`config.mk`:
```
export PLATFORM = sky130hd
export DESIGN_NAME = wdt_sleep_readback
export DESIGN_NICKNAME = d
export VERILOG_FILES = /design/src/rtl/wdt_sleep_pkg.sv /design/src/rtl/wdt_sleep_readback.sv
export SDC_FILE = /design/constraint.sdc
export NUM_CORES = 1
export LEC_CHECK = 0
export BUFFER_PORTS_ARGS = -buffer_cell sky130_fd_sc_hd__buf_2
export CORE_MARGIN = 1
export CORE_UTILIZATION = 45
export DETAILED_ROUTE_END_ITERATION = 16
export SLEW_MARGIN = 20
export SYNTH_ARGS = -nofsm -noshare
export SYNTH_HDL_FRONTEND = slang
export SYNTH_SLANG_ARGS = --single-unit
```
`constraint.sdc`:
```
create_clock -name mclk -period 2.96 [get_ports mclk]
set_input_delay 0.888 -clock mclk [delete_from_list [all_inputs] [get_ports mclk]]
set_output_delay 0.888 -clock mclk [all_outputs]
set_load 0.05 [all_outputs]
```
`src/rtl/wdt_sleep_pkg.sv`:
```
package wdt_sleep_pkg;

   // ----------------------------------------------------------------
   // register map (offsets chosen for the plain register port)
   // ----------------------------------------------------------------
   localparam logic [3:0] OFS_PS_LOW    = 4'h0;  // prescale_count_low
   localparam logic [3:0] OFS_PS_HIGH   = 4'h1;  // prescale_count_high
   localparam logic [3:0] OFS_TMR_VIEW  = 4'h2;  // timer_value_view
   localparam logic [3:0] OFS_CTRL      = 4'h3;  // enable, sleep enable, window mode
   localparam logic [3:0] OFS_CORE_STAT = 4'h4;  // timeout / powerdown status bits
   localparam logic [3:0] OFS_RST_CAUSE = 4'h5;  // reset cause register
   localparam logic [3:0] OFS_ARM       = 4'h6;  // control zero: read arms the window
   localparam logic [3:0] OFS_IRQ_STAT  = 4'h7;  // sticky event bits, clear on read
   localparam logic [3:0] OFS_IRQ_MASK  = 4'h8;  // interrupt mask

   // ----------------------------------------------------------------
   // field positions
   // ----------------------------------------------------------------
   localparam int CTRL_EN_BIT    = 0;  // watchdog on
   localparam int CTRL_SLEEP_BIT = 1;  // keep counting in sleep
   localparam int CTRL_WIN_BIT   = 2;  // windowed mode
   localparam int STAT_TO_BIT    = 1;  // timeout status bit (active low)
   localparam int STAT_PD_BIT    = 0;  // powerdown status bit (active low)
   localparam int RC_WDT_BIT     = 4;  // watchdog reset flag (active low)
   localparam int RC_WV_BIT      = 5;  // window violation flag (active low)
   localparam int EV_WAKE_BIT    = 0;  // expiry woke the core
   localparam int EV_RESET_BIT   = 1;  // expiry or violation reset
   localparam int EV_WV_BIT      = 2;  // window violation

   // ----------------------------------------------------------------
   // widths and reset values
   // ----------------------------------------------------------------
   localparam int         PS_W         = 18;    // prescale counter width
   localparam int         TMR_W        = 5;     // timer value width
   localparam logic [7:0] VIEW_RST     = 8'h00; // counter views after reset
   localparam logic [7:0] CTRL_RST     = 8'h01; // enabled, no counting in sleep, no window
   localparam logic [7:0] RC_RST       = 8'h3c; // flags set: no cause recorded
   localparam logic [1:0] STAT_RST     = 2'h3;  // timeout and powerdown not set
   localparam logic [2:0] EV_RST       = 3'h0;
   localparam logic [7:0] READ_UNMAPPED = 8'h00;

   // register bus carrier
   typedef struct packed {
      logic [3:0] addr;
      logic [7:0] wdata;
      logic       wr;
      logic       rd;
   } bus_req_t;

   // core sleep state
   typedef enum logic [1:0] {
      CORE_AWAKE  = 2'b00,
      CORE_ASLEEP = 2'b01,
      CORE_WAKING = 2'b11
   } core_state_t;

endpackage : wdt_sleep_pkg

```
`src/rtl/wdt_sleep_readback.sv`:
```
`timescale 1ns/10ps
// Behaviour
// - clear counter on entering sleep
// - keep counting in sleep when enabled
// - clear counter again on leaving sleep
// - hold counter zero while startup timer runs
// - expiry in sleep wakes, no reset
// - expiry in sleep updates timeout/powerdown bits
// - expiry in sleep clears watchdog reset flag
// - expose 18-bit prescale count
// - prescale split low, high, timer bits
// - 5-bit timer value in bits 7..3
// - bit 2 shows armed state
// - views read-only, zero after reset
// - clear without arming is window violation
// - reset flag active low, firmware sets
module wdt_sleep_readback (
   // clock and reset
   input  wire logic                  mclk,
   input  wire logic                  rst,
   // register port
   input  wire wdt_sleep_pkg::bus_req_t bus,
   output logic [7:0]                 rdata,
   // core and oscillator pins
   input  wire logic                  sleep_req,
   input  wire logic                  wake_req,
   input  wire logic                  clear_instr,
   input  wire logic                  ost_running,
   // outputs
   output logic                       wake_core,
   output logic                       wdt_reset,
   output logic                       irq
);

   // ----------------------------------------------------------------
   // pin synchronisers
   // ----------------------------------------------------------------
   logic [3:0] sync1_reg, sync2_reg;   // two-stage input sync
   logic [3:0] sync_next;              // raw pin sample
   // gather the four asynchronous pins into one vector
   always_comb begin
      sync_next = {sleep_req, wake_req, clear_instr, ost_running};
   end
   // the startup-timer stage resets high: the timer runs out of reset,
   // so the counter cannot creep for two cycles before the sync catches up
   always_ff @(posedge mclk or posedge rst) begin
      if (rst) begin
         sync1_reg <= 4'h1;
         sync2_reg <= 4'h1;
      end else begin
         sync1_reg <= sync_next;
         sync2_reg <= sync1_reg;
      end
   end
   logic s_sleep, s_wake, s_clr, s_ost;
   assign {s_sleep, s_wake, s_clr, s_ost} = sync2_reg;

   // register address decode, used by read and write paths
   function automatic logic hit(input logic [3:0] a, input logic [3:0] ofs);
      hit = (a == ofs);
   endfunction : hit

   // ----------------------------------------------------------------
   // state
   // ----------------------------------------------------------------
   wdt_sleep_pkg::core_state_t core_reg, core_next;
   logic [wdt_sleep_pkg::PS_W-1:0]  ps_reg, ps_next;    // prescale count
   logic [wdt_sleep_pkg::TMR_W-1:0] tmr_reg, tmr_next;  // timer value
   logic       armed_reg, armed_next;
   logic [7:0] ctrl_reg, ctrl_next;
   logic [1:0] stat_reg, stat_next;
   logic [7:0] rc_reg, rc_next;
   logic [2:0] ev_reg, ev_next;
   logic [2:0] mask_reg, mask_next;
   logic [7:0] rdata_next;
   logic       wake_next, rst_out_next, irq_next;
   logic       clr_any, active, expire, violation, ctrl_wr;
   logic [7:0] view_tmr;

   // timer view: value, armed, top prescale bits
   always_comb begin
      view_tmr = {tmr_reg, armed_reg, ps_reg[17:16]};
   end

   // ----------------------------------------------------------------
   // watchdog counter
   // ----------------------------------------------------------------
   // sleep tracking, counter step, expiry and arming in one pass
   always_comb begin
      ctrl_wr   = bus.wr && hit(bus.addr, wdt_sleep_pkg::OFS_CTRL);
      // asleep counts only with sleep enable set
      active    = ctrl_reg[wdt_sleep_pkg::CTRL_EN_BIT] &&
                  (core_reg != wdt_sleep_pkg::CORE_ASLEEP ||
                   ctrl_reg[wdt_sleep_pkg::CTRL_SLEEP_BIT]);
      expire    = active && (&ps_reg) && (&tmr_reg);
      // sleep state: expiry must be known before the state moves on
      core_next = core_reg;
      case (core_reg)
         wdt_sleep_pkg::CORE_AWAKE:  if (s_sleep) core_next = wdt_sleep_pkg::CORE_ASLEEP;
         wdt_sleep_pkg::CORE_ASLEEP: if (s_wake || expire) core_next = wdt_sleep_pkg::CORE_WAKING;
         wdt_sleep_pkg::CORE_WAKING: core_next = wdt_sleep_pkg::CORE_AWAKE;
         default:                    core_next = wdt_sleep_pkg::CORE_AWAKE;
      endcase
      // windowed mode needs an arming read first
      violation = s_clr && ctrl_reg[wdt_sleep_pkg::CTRL_WIN_BIT] && !armed_reg;
      clr_any   = (core_reg == wdt_sleep_pkg::CORE_AWAKE && s_sleep)
                || core_reg == wdt_sleep_pkg::CORE_WAKING
                || s_ost
                || (s_clr && !violation) || !active || ctrl_wr;
      {tmr_next, ps_next} = {tmr_reg, ps_reg} + 23'h000001;
      if (clr_any || expire) begin
         ps_next  = '0;
         tmr_next = '0;
      end
      // a read of control zero arms; any clear disarms and wins
      armed_next = armed_reg;
      if (bus.rd && hit(bus.addr, wdt_sleep_pkg::OFS_ARM)) armed_next = 1'b1;
      if (clr_any || expire) armed_next = 1'b0;
   end
   // counter registers; reset leaves every view at zero
   always_ff @(posedge mclk or posedge rst) begin
      if (rst) begin
         core_reg  <= wdt_sleep_pkg::CORE_AWAKE;
         ps_reg    <= '0;
         tmr_reg   <= '0;
         armed_reg <= 1'b0;
      end else begin
         core_reg  <= core_next;
         ps_reg    <= ps_next;
         tmr_reg   <= tmr_next;
         armed_reg <= armed_next;
      end
   end

   // ----------------------------------------------------------------
   // status, cause, events and register port
   // ----------------------------------------------------------------
   // firmware writes first, hardware events on top, then the read mux;
   // letting an event override a same-cycle write keeps no event lost
   always_comb begin
      ctrl_next = ctrl_reg;
      if (ctrl_wr) ctrl_next = bus.wdata;
      stat_next = stat_reg;
      rc_next   = rc_reg;
      mask_next = mask_reg;
      if (bus.wr && hit(bus.addr, wdt_sleep_pkg::OFS_RST_CAUSE))
         rc_next = bus.wdata;
      if (bus.wr && hit(bus.addr, wdt_sleep_pkg::OFS_IRQ_MASK))
         mask_next = bus.wdata[2:0];
      if (bus.wr && hit(bus.addr, wdt_sleep_pkg::OFS_CORE_STAT))
         stat_next = bus.wdata[1:0];
      // hardware events win over firmware writes
      if (expire) begin
         stat_next[wdt_sleep_pkg::STAT_TO_BIT] = 1'b0;
         rc_next[wdt_sleep_pkg::RC_WDT_BIT]    = 1'b0;
         if (core_reg == wdt_sleep_pkg::CORE_ASLEEP)
            stat_next[wdt_sleep_pkg::STAT_PD_BIT] = 1'b0;
      end
      if (violation) rc_next[wdt_sleep_pkg::RC_WV_BIT] = 1'b0;
      wake_next    = expire && core_reg == wdt_sleep_pkg::CORE_ASLEEP;
      rst_out_next = (expire && core_reg != wdt_sleep_pkg::CORE_ASLEEP) || violation;
      ev_next = ev_reg;
      if (bus.rd && hit(bus.addr, wdt_sleep_pkg::OFS_IRQ_STAT)) ev_next = '0;
      // set wins over a clear-on-read in the same cycle
      ev_next[wdt_sleep_pkg::EV_WAKE_BIT]  = ev_next[wdt_sleep_pkg::EV_WAKE_BIT] | wake_next;
      ev_next[wdt_sleep_pkg::EV_RESET_BIT] = ev_next[wdt_sleep_pkg::EV_RESET_BIT] | rst_out_next;
      ev_next[wdt_sleep_pkg::EV_WV_BIT]    = ev_next[wdt_sleep_pkg::EV_WV_BIT] | violation;
      irq_next = |(ev_next & mask_next);
      // read path; view registers ignore writes
      rdata_next = wdt_sleep_pkg::READ_UNMAPPED;
      if (bus.rd) begin
         case (bus.addr)
            wdt_sleep_pkg::OFS_PS_LOW:    rdata_next = ps_reg[7:0];
            wdt_sleep_pkg::OFS_PS_HIGH:   rdata_next = ps_reg[15:8];
            wdt_sleep_pkg::OFS_TMR_VIEW:  rdata_next = view_tmr;
            wdt_sleep_pkg::OFS_CTRL:      rdata_next = ctrl_reg;
            wdt_sleep_pkg::OFS_CORE_STAT: rdata_next = {6'h00, stat_reg};
            wdt_sleep_pkg::OFS_RST_CAUSE: rdata_next = rc_reg;
            wdt_sleep_pkg::OFS_IRQ_STAT:  rdata_next = {5'h00, ev_reg};
            wdt_sleep_pkg::OFS_IRQ_MASK:  rdata_next = {5'h00, mask_reg};
            default:                      rdata_next = wdt_sleep_pkg::READ_UNMAPPED;
         endcase
      end
   end
   // register bank and registered outputs
   always_ff @(posedge mclk or posedge rst) begin
      if (rst) begin
         ctrl_reg  <= wdt_sleep_pkg::CTRL_RST;
         stat_reg  <= wdt_sleep_pkg::STAT_RST;
         rc_reg    <= wdt_sleep_pkg::RC_RST;
         ev_reg    <= wdt_sleep_pkg::EV_RST;
         mask_reg  <= wdt_sleep_pkg::EV_RST;
         rdata     <= wdt_sleep_pkg::VIEW_RST;
         wake_core <= 1'b0;
         wdt_reset <= 1'b0;
         irq       <= 1'b0;
      end else begin
         ctrl_reg  <= ctrl_next;
         stat_reg  <= stat_next;
         rc_reg    <= rc_next;
         ev_reg    <= ev_next;
         mask_reg  <= mask_next;
         rdata     <= rdata_next;
         wake_core <= wake_next;
         wdt_reset <= rst_out_next;
         irq       <= irq_next;
      end
   end

   // ----------------------------------------------------------------
   // counter checks
   // ----------------------------------------------------------------
   a_sleep_entry_clear: assert property (@(posedge mclk) disable iff (rst)
      (core_reg == wdt_sleep_pkg::CORE_AWAKE && s_sleep) |=> (ps_reg == '0 && tmr_reg == '0))
      else $error("counter not cleared on sleep entry");

   a_sleep_counting: assert property (@(posedge mclk) disable iff (rst)
      (core_reg == wdt_sleep_pkg::CORE_ASLEEP && active && !clr_any && !expire)
      |=> ps_reg == $past(ps_reg) + 18'h00001 || ps_reg == '0)
      else $error("counter stalled in sleep");

   a_disabled_hold: assert property (@(posedge mclk) disable iff (rst)
      (core_reg == wdt_sleep_pkg::CORE_ASLEEP && !ctrl_reg[wdt_sleep_pkg::CTRL_SLEEP_BIT])
      |=> ps_reg == '0 && tmr_reg == '0)
      else $error("counter ran in sleep while disabled");

   a_wake_clear: assert property (@(posedge mclk) disable iff (rst)
      core_reg == wdt_sleep_pkg::CORE_WAKING |=> ps_reg == '0)
      else $error("counter not cleared on wake");

   a_ost_hold: assert property (@(posedge mclk) disable iff (rst)
      s_ost |=> ps_reg == '0 && tmr_reg == '0)
      else $error("counter moved while startup timer runs");

   a_count_step: assert property (@(posedge mclk) disable iff (rst)
      (active && !clr_any && !expire)
      |=> {tmr_reg, ps_reg} == $past({tmr_reg, ps_reg}) + 23'h000001)
      else $error("counter did not step by one");

   a_sleep_no_reset: assert property (@(posedge mclk) disable iff (rst)
      (expire && core_reg == wdt_sleep_pkg::CORE_ASLEEP && !violation)
      |=> wake_core && !wdt_reset)
      else $error("sleep expiry did not wake");

   a_wake_source: assert property (@(posedge mclk) disable iff (rst)
      wake_core |-> core_reg == wdt_sleep_pkg::CORE_WAKING)
      else $error("wake pulse without leaving sleep");

   a_arm_drop: assert property (@(posedge mclk) disable iff (rst)
      clr_any |=> !armed_reg)
      else $error("armed state survived clear");

   a_arm_set: assert property (@(posedge mclk) disable iff (rst)
      (bus.rd && bus.addr == wdt_sleep_pkg::OFS_ARM && !clr_any && !expire) |=> armed_reg)
      else $error("arming read did not arm");

   // ----------------------------------------------------------------
   // register view checks
   // ----------------------------------------------------------------
   a_view_read: assert property (@(posedge mclk) disable iff (rst)
      (bus.rd && bus.addr == wdt_sleep_pkg::OFS_TMR_VIEW)
      |=> rdata == {$past(tmr_reg), $past(armed_reg), $past(ps_reg[17:16])})
      else $error("timer view mismatch");

   a_low_byte: assert property (@(posedge mclk) disable iff (rst)
      (bus.rd && bus.addr == wdt_sleep_pkg::OFS_PS_LOW) |=> rdata == $past(ps_reg[7:0]))
      else $error("prescale low byte mismatch");

   a_high_byte: assert property (@(posedge mclk) disable iff (rst)
      (bus.rd && bus.addr == wdt_sleep_pkg::OFS_PS_HIGH) |=> rdata == $past(ps_reg[15:8]))
      else $error("prescale high byte mismatch");

   a_read_idle: assert property (@(posedge mclk) disable iff (rst)
      !bus.rd |=> rdata == wdt_sleep_pkg::READ_UNMAPPED)
      else $error("read data outside its cycle");

   // ----------------------------------------------------------------
   // status and event checks
   // ----------------------------------------------------------------
   a_status_update: assert property (@(posedge mclk) disable iff (rst)
      (expire && core_reg == wdt_sleep_pkg::CORE_ASLEEP) |=> stat_reg == 2'h0)
      else $error("status bits not updated");

   a_cause_flag: assert property (@(posedge mclk) disable iff (rst)
      expire |=> !rc_reg[wdt_sleep_pkg::RC_WDT_BIT])
      else $error("reset flag not cleared");

   a_cause_write: assert property (@(posedge mclk) disable iff (rst)
      (bus.wr && bus.addr == wdt_sleep_pkg::OFS_RST_CAUSE && !expire)
      |=> rc_reg[wdt_sleep_pkg::RC_WDT_BIT] == $past(bus.wdata[wdt_sleep_pkg::RC_WDT_BIT]))
      else $error("firmware write to reset flag lost");

   a_flag_hold: assert property (@(posedge mclk) disable iff (rst)
      (!expire && !(bus.wr && bus.addr == wdt_sleep_pkg::OFS_RST_CAUSE))
      |=> rc_reg[wdt_sleep_pkg::RC_WDT_BIT] == $past(rc_reg[wdt_sleep_pkg::RC_WDT_BIT]))
      else $error("reset flag moved without cause");

   a_violation_reset: assert property (@(posedge mclk) disable iff (rst)
      violation |=> wdt_reset && !rc_reg[wdt_sleep_pkg::RC_WV_BIT])
      else $error("violation not reported");

   a_event_sticky: assert property (@(posedge mclk) disable iff (rst)
      (ev_reg[wdt_sleep_pkg::EV_WV_BIT] && !(bus.rd && bus.addr == wdt_sleep_pkg::OFS_IRQ_STAT))
      |=> ev_reg[wdt_sleep_pkg::EV_WV_BIT])
      else $error("violation event lost before read");

endmodule : wdt_sleep_readback

```
---- After elaboration in Yosys (flattened, before gate mapping) ----
Index checks and enable logic that the tools add are counted.
operators by class
  add/sub/neg operators ................... 1
  equality and inequality tests ........... 13
  muxes and demuxes ....................... 17
  bitwise gates (word level) .............. 4
  reductions and logical operators ........ 37
operators with widths
  operator                                                               count
  8-bit one-hot mux with 8 select lines                                  1
  23-bit by 1-bit adder with 23-bit output, second input constant        1
  18-bit 2-to-1 mux                                                      1
  18-bit AND reduction                                                   1
  4-bit by 3-bit equality test with 1-bit output, second input constant  4
  1-bit logical AND                                                      15
  1-bit logical OR                                                       9
  4-bit by 2-bit equality test with 1-bit output, second input constant  2
  2-bit 2-to-1 mux                                                       4
  8-bit 2-to-1 mux                                                       1
  2-bit nonzero test                                                     4
  3-bit 2-to-1 mux                                                       2
  6-bit 2-to-1 mux                                                       1
  1-bit 2-to-1 mux                                                       5
  5-bit 2-to-1 mux                                                       1
  5-bit AND reduction                                                    1
  4-bit by 1-bit equality test with 1-bit output, second input constant  1
  4-bit equality test, second input constant                             1
  4-bit logical NOT                                                      1
  2-bit != test, second input constant                                   2
  2-bit one-hot mux with 2 select lines                                  1
  3-bit AND                                                              1
  1-bit logical NOT                                                      3
  1-bit OR                                                               3
  other kinds (6)                                                        6
word-level totals
  register bits after elaboration ......... 69

---- Depth between registers and ports, before layout ----
Gate-level depths: netlist of run 1.
  word-level depth ........................ 10
  mapped depth ............................ 8
  depth with buffers taken out ............ 6

---- Worst setup path after synthesis of run 1 ----
OpenSTA, ideal clock, no wires.
  path kind ............................... input to register
  start point ............................. input port bus[11] in the netlist's numbering
  end point ............................... register irq
  setup time .............................. 127 ps
  data arrival time ....................... 2155 ps
  setup slack ............................. 678 ps
  cell stages on the path ................. 6
  buffers on the path ..................... 1
  cell sequence ........................... buf_4 -> nor2_1 -> and4b_1 -> mux2_2 -> and2_1 -> a221o_2
between the ends
  elaborated cells on any way between the ends .. 11
  classes of those cells .................. eq/ne (2); mux (2); bitwise (4); reduce/logical (3)
RTL lines
  what                    line                       RTL
  start: declaration      wdt_sleep_readback.sv:22   input wire wdt_sleep_pkg::bus_req_t bus,
  4-bit equality test     wdt_sleep_readback.sv:60   hit = (a == ofs);
  1-bit logical AND       wdt_sleep_readback.sv:148  if (bus.wr && hit(bus.addr, wdt_sleep_pkg::OFS_IRQ_MASK))
  3-bit 2-to-1 mux        wdt_sleep_readback.sv:148
  net mask_next[2]        wdt_sleep_readback.sv:74   logic [2:0] mask_reg, mask_next;
  3-bit AND               wdt_sleep_readback.sv:168  irq_next = |(ev_next & mask_next);
  3-bit OR reduction      wdt_sleep_readback.sv:168
  net irq_next            wdt_sleep_readback.sv:76   logic wake_next, rst_out_next, irq_next;
  end signal: assignment  wdt_sleep_readback.sv:206  irq <= irq_next;
  end: declaration        wdt_sleep_readback.sv:32   output logic irq
The timed path passes the listed nets, and every way through them passes these cells.
A chain may end at the register's enable or synchronous reset.

---- Worst setup path in the final report of run 1 ----
  start point ............................. input port bus[11] in the netlist's numbering
  end point ............................... register ps_reg[7] in the netlist's numbering
between the ends
  longest elaborated chain between the ends .. 5
RTL lines
  what                                            line                       RTL
  4-bit by 2-bit equality test with 1-bit output  wdt_sleep_readback.sv:60
  1-bit logical AND                               wdt_sleep_readback.sv:90   ctrl_wr = bus.wr && hit(bus.addr, wdt_sleep_pkg::OFS_CTRL);
  1-bit logical OR                                wdt_sleep_readback.sv:109  || (s_clr && !violation) || !active || ctrl_wr;
  1-bit logical OR                                wdt_sleep_readback.sv:111  if (clr_any || expire) begin
  18-bit 2-to-1 mux                               wdt_sleep_readback.sv:111
  net ps_next (one bit)                           wdt_sleep_readback.sv:67   logic [wdt_sleep_pkg::PS_W-1:0] ps_reg, ps_next;
  end signal: assignment                          wdt_sleep_readback.sv:129  ps_reg <= ps_next;
  end: declaration                                wdt_sleep_readback.sv:67
The timed path passes the listed nets, and every way through them passes these cells.

==> impl_metrics.env, run 1 <==
export IMPL_outcome="complete, no violations"
export IMPL_first_pass_iters=4
export IMPL_maximum_clock_frequency_mhz=472
export IMPL_vias=2257
export IMPL_diodes=0
export IMPL_hpwl_mm=5.13
export IMPL_boundaryPins=31
export IMPL_overflow=0
export IMPL_setup_violations=0
export IMPL_yosysUniqueCellTypes=50
export IMPL_min_to="sync2_reg[3]"
export IMPL_timing_critical_path_from_type="input port"
export IMPL_tritoncts="built"
export IMPL_cts_repair_timing_setup_buffer_count=0
export IMPL_detail_route_vias_per_cell=5.57
export IMPL_setup_repair_after_global_routing_missed_its_margin="false"
export IMPL_clock_power_share=0.331
export IMPL_fp_dieArea_um2=7320
export IMPL_timing_hold_ws_ns=0.350
export IMPL_cp_max_fo=23
export IMPL_finalCriticalPeriod_ns=2.12
export IMPL_cts_path_max_buffers=2
export IMPL_worst_r2r_path_depth=5
export IMPL_row_count=30
export IMPL_setup_total_negative_slack_ns=0
export IMPL_cts_buffers_inserted=9
export IMPL_crit_type="in -> reg"
export IMPL_top_cell_type_s_share_of_synthesized_area=0.478
export IMPL_largest_net_degree_at_the_start_of_global_routing=28
export IMPL_wirelength_mm=7.06
export IMPL_antenna_found_initial=0
export IMPL_gpl_final_weighted_congestion=0.821
export IMPL_multiInputGateArea_um2=1330
export IMPL_overall_routing_resource_usage=0.217
export IMPL_ys_ff_latch=69
export IMPL_power_leakage_nw=1.55
export IMPL_comb_power_share=0.129
export IMPL_yosys_most_used_dff="dfrtp_1"
export IMPL_power_density_nw_per_um2=570
export IMPL_die_h_um=85.5
export IMPL_grt_first_pass_wirelength_mm=11.9
export IMPL_synthesis_instances=279
export IMPL_drc=0
export IMPL_finish_net_count=341
export IMPL_die_width_um=85.5
export IMPL_timing_reg2reg_setup_slack_ns=0.85
export IMPL_cts_sinks=69
export IMPL_synth_async_sr_flop_share=1.00
export IMPL_timing_max_transition_violations_final=0
export IMPL_ctsHtreeMaxLevel=3
export IMPL_yosysWarnings=0
export IMPL_postRouteAntennaNets=0
export IMPL_internal_power_mw=1.49
export IMPL_syn_num_nets=300
export IMPL_power_ir_vdd_worst_v=0.000249
export IMPL_power_net_switching_mw=0.563
export IMPL_yosys_cell_count_top_type="dfrtp_1"
export IMPL_floorplan_core_area_um2=6760
export IMPL_total_count_of_hold_check_failures_in_the_final_report=0
export IMPL_net_switching_share_of_the_total_power=0.275
export IMPL_portion_of_the_clock_cycle_consumed_by_the_worst_path_in_the_final_layout=0.716
export IMPL_worst_hold_startpoint="sync1_reg[3]"
export IMPL_seqPwrFrac=0.540
export IMPL_synth_avg_cell_area_um2=11.3
export IMPL_detailedRoute_firstIterationViolations=99
export IMPL_ctsRootBufferMaster="clkbuf_8"
export IMPL_area_growth_synth_to_final_pct=14.3
export IMPL_clk_latency_ns=0.35
export IMPL_synth_enable_flop_cells=0
export IMPL_max_cap_violations=0
export IMPL_wl_per_cell_um=17.4
export IMPL_ff_to_ff_end="core_reg[1]"
export IMPL_critical_path_endpoint_type="register"
export IMPL_crit_start="bus[11]"
export IMPL_cts_hold_buffers=0
export IMPL_critPathArrivalTime_ns=2.34
export IMPL_worst_clock_skew_ns=0.00815
export IMPL_io_buffers=30
export IMPL_cts_repair_resized=0
export IMPL_worst_ep_required_ns=3.18
export IMPL_max_slew_margin_rel=0.500
export IMPL_worst_hold_stages=0
export IMPL_min_delay_path_class="reg -> reg"
export IMPL_largest_reg_flops=18
export IMPL_synth_sequential_area_ratio=0.553
export IMPL_crit_reg2reg_launch="ps_reg[5]"
export IMPL_via_count_of_the_first_global_routing_pass=2258
export IMPL_start_util=0.465
export IMPL_path_clk_slew_ns=0.07
export IMPL_area_sequential_um2=1740
export IMPL_synth_cell_area_um2=3140
export IMPL_netlist_top_cells_count="60 x dfrtp_1, 38 x nor2_1, 20 x nand2_1"
export IMPL_post_route_cells_drive_above_1_share=0.274
export IMPL_synth_top_area_cell="dfrtp_1"
export IMPL_fillers=615
export IMPL_synth_area_top_cells="dfrtp_1 48%, dfstp_2 7.5%, mux2_2 6.1%, nor2_1 4.5%, xnor2_1 2.8%"
export IMPL_worstMarginPinSlew_ns=0.743
## metal layers
layer  global-route usage  vias to the layer above  part of all wire
li1                     -                     1085                 -
met1                0.315                     1111              0.47
met2                0.321                       56              0.46
met3               0.0472                        5             0.059
met4               0.0788                        0             0.012
met5                    0                        -                 0
## how the worst max path moves through the flow
| stage | end | slack [ns] | cells after the start |
|---|---|---|---|
| 3_5_place_dp | ps_reg[5] | 0.49 | 6 |
| 4_1_cts | core_reg[1] | 0.82 | 5 |
| 3_3_place_gp | ps_reg[5] | 0.52 | 6 |
| 5_1_grt | ps_reg[5] | 0.68 | 6 |
| 2_1_floorplan | armed_reg | 0.35 | 1 |
| 6_report | ps_reg[7] | 0.84 | 6 |
## final cells by class
type                       instances  area share
timing repair buffer              38      0.0655
multi-input combinational        198       0.371
clock inverter                     4     0.00662
inverter                           4     0.00418
tap                               80      0.0279
clock buffer                      12      0.0404
sequential                        69       0.484
## worst max-delay path: stages
cell,delay (ns)
buf_2,0.24
nor4bb_1,0.46
nand2_1,0.18
and4b_1,0.25
nand2_4,0.23
nor2_1,0.09
## power groups by stage
stage / clock network, mW / logic (mW) / registers [mW]
final: 0.679 / 0.263 / 1.11
after global placement: 0 / 0.262 / 1.12
after CTS: 0.697 / 0.267 / 1.11
after floorplan: 0 / 0.169 / 1.14
after global routing: 0.743 / 0.294 / 1.12
after detailed placement: 0 / 0.266 / 1.13
## cells by family after synthesis
family,share of synthesized area
compound gates,0.0920
buf+inv,0.0219
mux,0.0801
xor+xnor,0.0558
fa+ha+maj,0.00398
simple gates,0.193
flops,0.553
## per-stage QoR
step	setup WS [ns]	instances	instance area [um^2]	utilization	total power, mW
floorplan	0.347	279	3140	-	1.30
global placement	0.519	389	3420	0.506	1.38
detailed placement	0.495	389	3420	0.506	1.39
CTS	0.815	405	3590	0.531	2.07
global route	0.680	405	3590	0.531	2.15
finish	0.842	405	3590	0.531	2.05
## placed cells by master (no fill, tap or decap), types with 9 or more instances in the layout
master / netlist / final
mux2_2: 17 / 17
nor2_1: 38 / 38
nand2_1: 20 / 20
a22oi_1: 10 / 10
xnor2_1: 10 / 10
nand4_1: 10 / 10
a21oi_1: 12 / 12
dfstp_2: 9 / 9
buf_2: 1 / 30
clkbuf_8: 0 / 10
nand3_1: 10 / 10
xor2_1: 10 / 10
dfrtp_1: 60 / 60
Note: power is estimated with default switching activity, not from simulation.
==> run 2, diff against run 1 <==
==> constraint.sdc (replaced) <==
create_clock -name mclk -period 2.2 [get_ports mclk]
set_input_delay 0.66 -clock mclk [delete_from_list [all_inputs] [get_ports mclk]]
set_output_delay 0.66 -clock mclk [all_outputs]
set_load 0.05 [all_outputs]
==> run 2 against run 1 <==
Compared with the run above: total power rose by 40%; sequential cell count did not move; sequential power rose by 34%; clock power rose by 49%; highest routed layer unchanged.
==> impl_metrics.env, run 2 (same netlist as run 1, synthesis figures left out) <==
export IMPL_outcome="complete, no violations"
export IMPL_portion_of_the_clock_cycle_consumed_by_the_worst_path_in_the_final_layout=0.925
export IMPL_overflow=0
export IMPL_cts_hold_buffers=0
export IMPL_io_buffers=30
export IMPL_largest_net_degree_at_the_start_of_global_routing=56
export IMPL_area_growth_synth_to_final_pct=17.9
export IMPL_grt_first_pass_wirelength_mm=11.6
export IMPL_start_util=0.465
export IMPL_finish_net_count=354
export IMPL_power_leakage_nw=1.61
export IMPL_timing_critical_path_from_type="register"
export IMPL_setup_violations=0
export IMPL_via_count_of_the_first_global_routing_pass=2263
export IMPL_cts_buffers_inserted=9
export IMPL_max_cap_violations=0
export IMPL_ctsHtreeMaxLevel=3
export IMPL_worstMarginPinSlew_ns=0.409
export IMPL_ctsRootBufferMaster="clkbuf_8"
export IMPL_cts_repair_resized=0
export IMPL_largest_reg_flops=18
export IMPL_power_ir_vdd_worst_v=0.000320
export IMPL_setup_repair_after_global_routing_missed_its_margin="false"
export IMPL_tritoncts="built"
export IMPL_gpl_final_weighted_congestion=0.849
export IMPL_cp_max_fo=5
export IMPL_setup_total_negative_slack_ns=0
export IMPL_row_count=30
export IMPL_maximum_clock_frequency_mhz=491
export IMPL_critPathArrivalTime_ns=2.32
export IMPL_cts_repair_timing_setup_buffer_count=0
export IMPL_critical_path_endpoint_type="register"
export IMPL_wirelength_mm=7.13
export IMPL_worst_clock_skew_ns=0.00741
export IMPL_postRouteAntennaNets=0
export IMPL_hpwl_mm=5.14
export IMPL_power_density_nw_per_um2=776
export IMPL_overall_routing_resource_usage=0.213
export IMPL_antenna_found_initial=0
export IMPL_dpl_instance_area_um2=3510
export IMPL_drc=0
export IMPL_vias=2347
export IMPL_die_h_um=85.5
export IMPL_clk_latency_ns=0.34
export IMPL_design_power_total_mw=2.87
export IMPL_finalCriticalPeriod_ns=2.04
export IMPL_cts_sinks=69
export IMPL_worst_ep_required_ns=2.48
export IMPL_min_delay_path_class="in -> async"
export IMPL_wl_per_cell_um=17.1
export IMPL_fp_dieArea_um2=7320
export IMPL_path_clk_slew_ns=0.07
export IMPL_detailedRoute_firstIterationViolations=133
export IMPL_crit_type="reg -> reg"
export IMPL_layout_common_cells="60 x dfrtp_1, 38 x nor2_1, 30 x buf_2"
export IMPL_cts_path_max_buffers=2
export IMPL_die_width_um=85.5
export IMPL_boundaryPins=31
export IMPL_detail_route_vias_per_cell=5.61
export IMPL_layout_commonest_cell="dfrtp_1"
export IMPL_max_slew_margin_rel=0.723
export IMPL_floorplan_core_area_um2=6760
export IMPL_diodes=0
export IMPL_total_count_of_hold_check_failures_in_the_final_report=0
export IMPL_post_route_cells_drive_above_1_share=0.302
export IMPL_timing_max_transition_violations_final=0
export IMPL_first_pass_iters=5
export IMPL_post_route_cell_area_um2=3700
[run 2: changes by cell type in the layout (fill, tap and decap cells not counted)]
cell        before  now
buf_12           2    1
clkinvlp_4       0    2
buf_4            6   20
clkinv_4         1    0
inv_2            1    0
clkinv_2         3    2
bufinv_16        0    1
[run 2: final timing paths]
| path | slack, ns | end | cells past startpoint | start |
|---|---|---|---|---|
| worst min register to register | 0.35 | sync2_reg[1] | 0 | sync1_reg[1] |
| worst max register to register | 0.16 | core_reg[1] | 5 | ps_reg[4] |
| worst min-delay path | 0.30 | ctrl_reg[1] | 2 | rst |
| min in group mclk | 0.35 | sync2_reg[1] | 0 | sync1_reg[1] |
| max in group asynchronous | 1.26 | rc_reg[4] | 3 | rst |
| worst max-delay path | 0.16 | core_reg[1] | 5 | ps_reg[4] |
[run 2: area by class of cell]
cell class	count	area, um^2
Clock buffer	12	145
Clock inverter	4	47.5
Fill cell	616	3050
Inverter	4	18.8
Multi-Input combinational cell	198	1330
Sequential cell	69	1740
Tap cell	80	100
Timing Repair Buffer	51	320
[run 2: worst max-delay path, stage by stage (launching register included)]
cell,delay (ns)
dfrtp_1,0.43
nand4_2,0.19
or4_4,0.60
or2_4,0.27
nor2_1,0.31
o21ba_2,0.18
[run 2: per-layer routing]
layer	share of wire	vias to the layer above	global-route usage
met5	0	-	0
met4	0.018	0	0.0818
met3	0.054	13	0.0491
met2	0.45	82	0.309
met1	0.48	1133	0.311
li1	-	1119	-
[run 2: metrics by stage]
| stage | utilization | hold WS (ns) | setup WS [ns] | instances |
|---|---|---|---|---|
| 2_1_floorplan | - | 0.331 | 0.146 | 279 |
| 3_3_place_gp | 0.520 | 0.332 | 0.0873 | 402 |
| 3_5_place_dp | 0.520 | 0.336 | 0.0758 | 402 |
| 4_1_cts | 0.548 | 0.309 | 0.180 | 418 |
| 5_1_grt | 0.548 | 0.308 | 0.0690 | 418 |
| 6_report | 0.548 | 0.304 | 0.165 | 418 |
[run 2: report_power, final]
part,internal [mW],switching (mW)
sequential,1.41,0.0805
clock,0.552,0.463
combinational,0.156,0.210
total,2.12,0.753
==> run 3, diff against run 2 <==
--- a/config.mk
+++ b/config.mk
@@ -7,8 +7,9 @@
 export LEC_CHECK = 0
 export BUFFER_PORTS_ARGS = -buffer_cell sky130_fd_sc_hd__buf_2
 export CORE_MARGIN = 1
-export CORE_UTILIZATION = 45
+export CORE_UTILIZATION = 51
 export DETAILED_ROUTE_END_ITERATION = 16
+export PLACE_DENSITY = 0.7
 export SLEW_MARGIN = 20
 export SYNTH_ARGS = -nofsm -noshare
 export SYNTH_HDL_FRONTEND = slang
==> run 3 against run 2 <==
Compared with the run above: via count rose by 0.72%; wire length is 1.2% lower; critical endpoint unchanged; die area fell by 12%; non-clock buffer count decreased by 1; hold slack improved by 0.046 ns; clock skew rose by 0.00072 ns; design area fell by 1.0%; critical path depth up 1; setup slack worse by 0.0052 ns; total power fell by 3.7%; clock power decreased by 10%; count of clock-buffer cells in the layout up 1; highest routed layer unchanged.
==> impl_metrics.env, run 3 (same netlist as run 1, synthesis figures left out) <==
export IMPL_crit_reg2reg_launch="ps_reg[1]"
export IMPL_clk_latency_ns=0.35
export IMPL_stdcell_count=411
export IMPL_seqPwrFrac=0.539
export IMPL_setup_repair_after_global_routing_missed_its_margin="false"
export IMPL_wl_per_cell_um=17.1
export IMPL_layout_common_cells="60 x dfrtp_1, 38 x nor2_1, 30 x buf_2"
export IMPL_power_ir_vdd_worst_v=0.000437
export IMPL_antenna_found_initial=0
export IMPL_worst_clock_skew_ns=0.00813
export IMPL_cts_buffers_inserted=9
export IMPL_drc=0
export IMPL_area_growth_synth_to_final_pct=16.7
export IMPL_power_net_switching_mw=0.737
export IMPL_dpl_instance_area_um2=3500
export IMPL_tritoncts="built"
export IMPL_worst_ep_required_ns=2.49
export IMPL_timing_critical_path_from_type="register"
export IMPL_start_util=0.530
export IMPL_detailedRoute_firstIterationViolations=216
export IMPL_max_slew_margin_rel=0.711
export IMPL_critical_path_s_largest_stage_delay_ns=0.48
export IMPL_overflow=0
export IMPL_internal_power_mw=2.03
export IMPL_crit_type="reg -> reg"
export IMPL_largest_net_degree_at_the_start_of_global_routing=70
export IMPL_overall_routing_resource_usage=0.242
export IMPL_die_width_um=80.5
export IMPL_dp_slack_ns=0.0483
export IMPL_total_count_of_hold_check_failures_in_the_final_report=0
export IMPL_timing_max_transition_violations_final=0
export IMPL_setup_violations=0
export IMPL_cts_repair_resized=0
export IMPL_gpl_final_weighted_congestion=0.914
export IMPL_post_route_cells_drive_above_1_share=0.298
export IMPL_top_layer="met4"
export IMPL_clock_power_share=0.329
export IMPL_family_with_the_most_delay_on_the_worst_path="simple AND/OR/NAND/NOR gates"
export IMPL_ctsHtreeMaxLevel=3
export IMPL_diodes=0
export IMPL_crit_start="ps_reg[1]"
export IMPL_power_density_nw_per_um2=755
export IMPL_row_count=28
export IMPL_max_cap_violations=0
export IMPL_critPathArrivalTime_ns=2.33
export IMPL_placed_cells=396
export IMPL_wirelength_mm=7.05
export IMPL_post_route_cell_area_um2=3670
export IMPL_fillers=477
export IMPL_layout_commonest_cell="dfrtp_1"
export IMPL_detail_route_vias_per_cell=5.75
export IMPL_cts_path_max_buffers=2
export IMPL_crit_slowest_cell="or4_4"
export IMPL_postRouteAntennaNets=0
export IMPL_worst_hold_startpoint="sync1_reg[3]"
export IMPL_io_buffers=30
export IMPL_ctsRootBufferMaster="clkbuf_8"
export IMPL_setup_total_negative_slack_ns=0
export IMPL_finish_net_count=353
export IMPL_boundaryPins=31
export IMPL_outcome="complete, no violations"
export IMPL_timing_hold_ws_ns=0.351
export IMPL_path_cells="ha_1 > nand4_1 > or4_4 > or2_4 > nor2_1 > o21ba_2"
export IMPL_finalCriticalPeriod_ns=2.04
export IMPL_power_leakage_nw=1.60
export IMPL_cts_repair_timing_setup_buffer_count=0
export IMPL_path_clk_slew_ns=0.06
export IMPL_floorplan_core_area_um2=5920
export IMPL_critical_path_endpoint_type="register"
export IMPL_net_switching_share_of_the_total_power=0.266
export IMPL_via_count_of_the_first_global_routing_pass=2171
export IMPL_die_h_um=80.5
export IMPL_min_delay_path_class="reg -> reg"
export IMPL_vias=2364
export IMPL_met3_length_um=340
export IMPL_maximum_clock_frequency_mhz=490
export IMPL_cts_hold_buffers=0
export IMPL_cp_max_fo=4
export IMPL_cp_bufs_invs=0
export IMPL_fp_dieArea_um2=6480
export IMPL_cts_sinks=69
export IMPL_largest_reg_flops=18
export IMPL_worstMarginPinSlew_ns=0.432
export IMPL_setup_ws_ns=0.160
export IMPL_route_layer_met1_wl_mm=3.41
export IMPL_comb_power_share=0.132
export IMPL_first_pass_iters=5
export IMPL_portion_of_the_clock_cycle_consumed_by_the_worst_path_in_the_final_layout=0.927
export IMPL_route_met2_wl_mm=3.18
export IMPL_hpwl_mm=4.99
export IMPL_grt_first_pass_wirelength_mm=11.2
[run 3: cell count changes in the layout (fill, tap and decap cells not counted)]
cell	before	now
buf_4	20	19
clkbuf_8	10	11
bufinv_16	1	0
clkinvlp_4	2	1
[run 3: layout make-up]
type	count	area, um^2	share of cell area
flip-flops and latches	69	1740	0.474
multi-input cells	198	1330	0.364
repair buffers	50	313	0.0853
clock buffers	13	159	0.0433
well taps	75	93.8	0.0256
inverters	4	18.8	0.00512
clock inverters	2	10.0	0.00273
[run 3: path summary, 6_finish.rpt]
check,slack [ns],cells after the start,endpoint
max,0.16,6,core_reg[1]
min,0.35,0,sync2_reg[3]
max reg2reg,0.16,6,core_reg[1]
min reg2reg,0.35,0,sync2_reg[3]
max in group asynchronous,1.46,3,sync1_reg[0]
min in group asynchronous,0.38,3,rc_reg[0]
[run 3: stage by stage]
stage	util	total power [mW]
4_1_cts	0.619	2.79
3_3_place_gp	0.591	1.87
5_1_grt	0.619	2.89
2_1_floorplan	-	1.76
3_5_place_dp	0.591	1.88
6_report	0.619	2.77
[run 3: layer usage]
| layer | track usage | vias up |
|---|---|---|
| met3 | 0.0489 | 9 |
| met1 | 0.351 | 1163 |
| met2 | 0.347 | 78 |
| met4 | 0.107 | 0 |
| met5 | 0 | - |
| li1 | - | 1114 |
[run 3: power by group through the flow]
stage / clock network, mW / logic (mW) / registers, mW
after floorplan: 0 / 0.228 / 1.53
after CTS: 0.935 / 0.370 / 1.49
after global placement: 0 / 0.359 / 1.51
after global routing: 0.989 / 0.399 / 1.50
after detailed placement: 0 / 0.369 / 1.51
final: 0.909 / 0.366 / 1.49
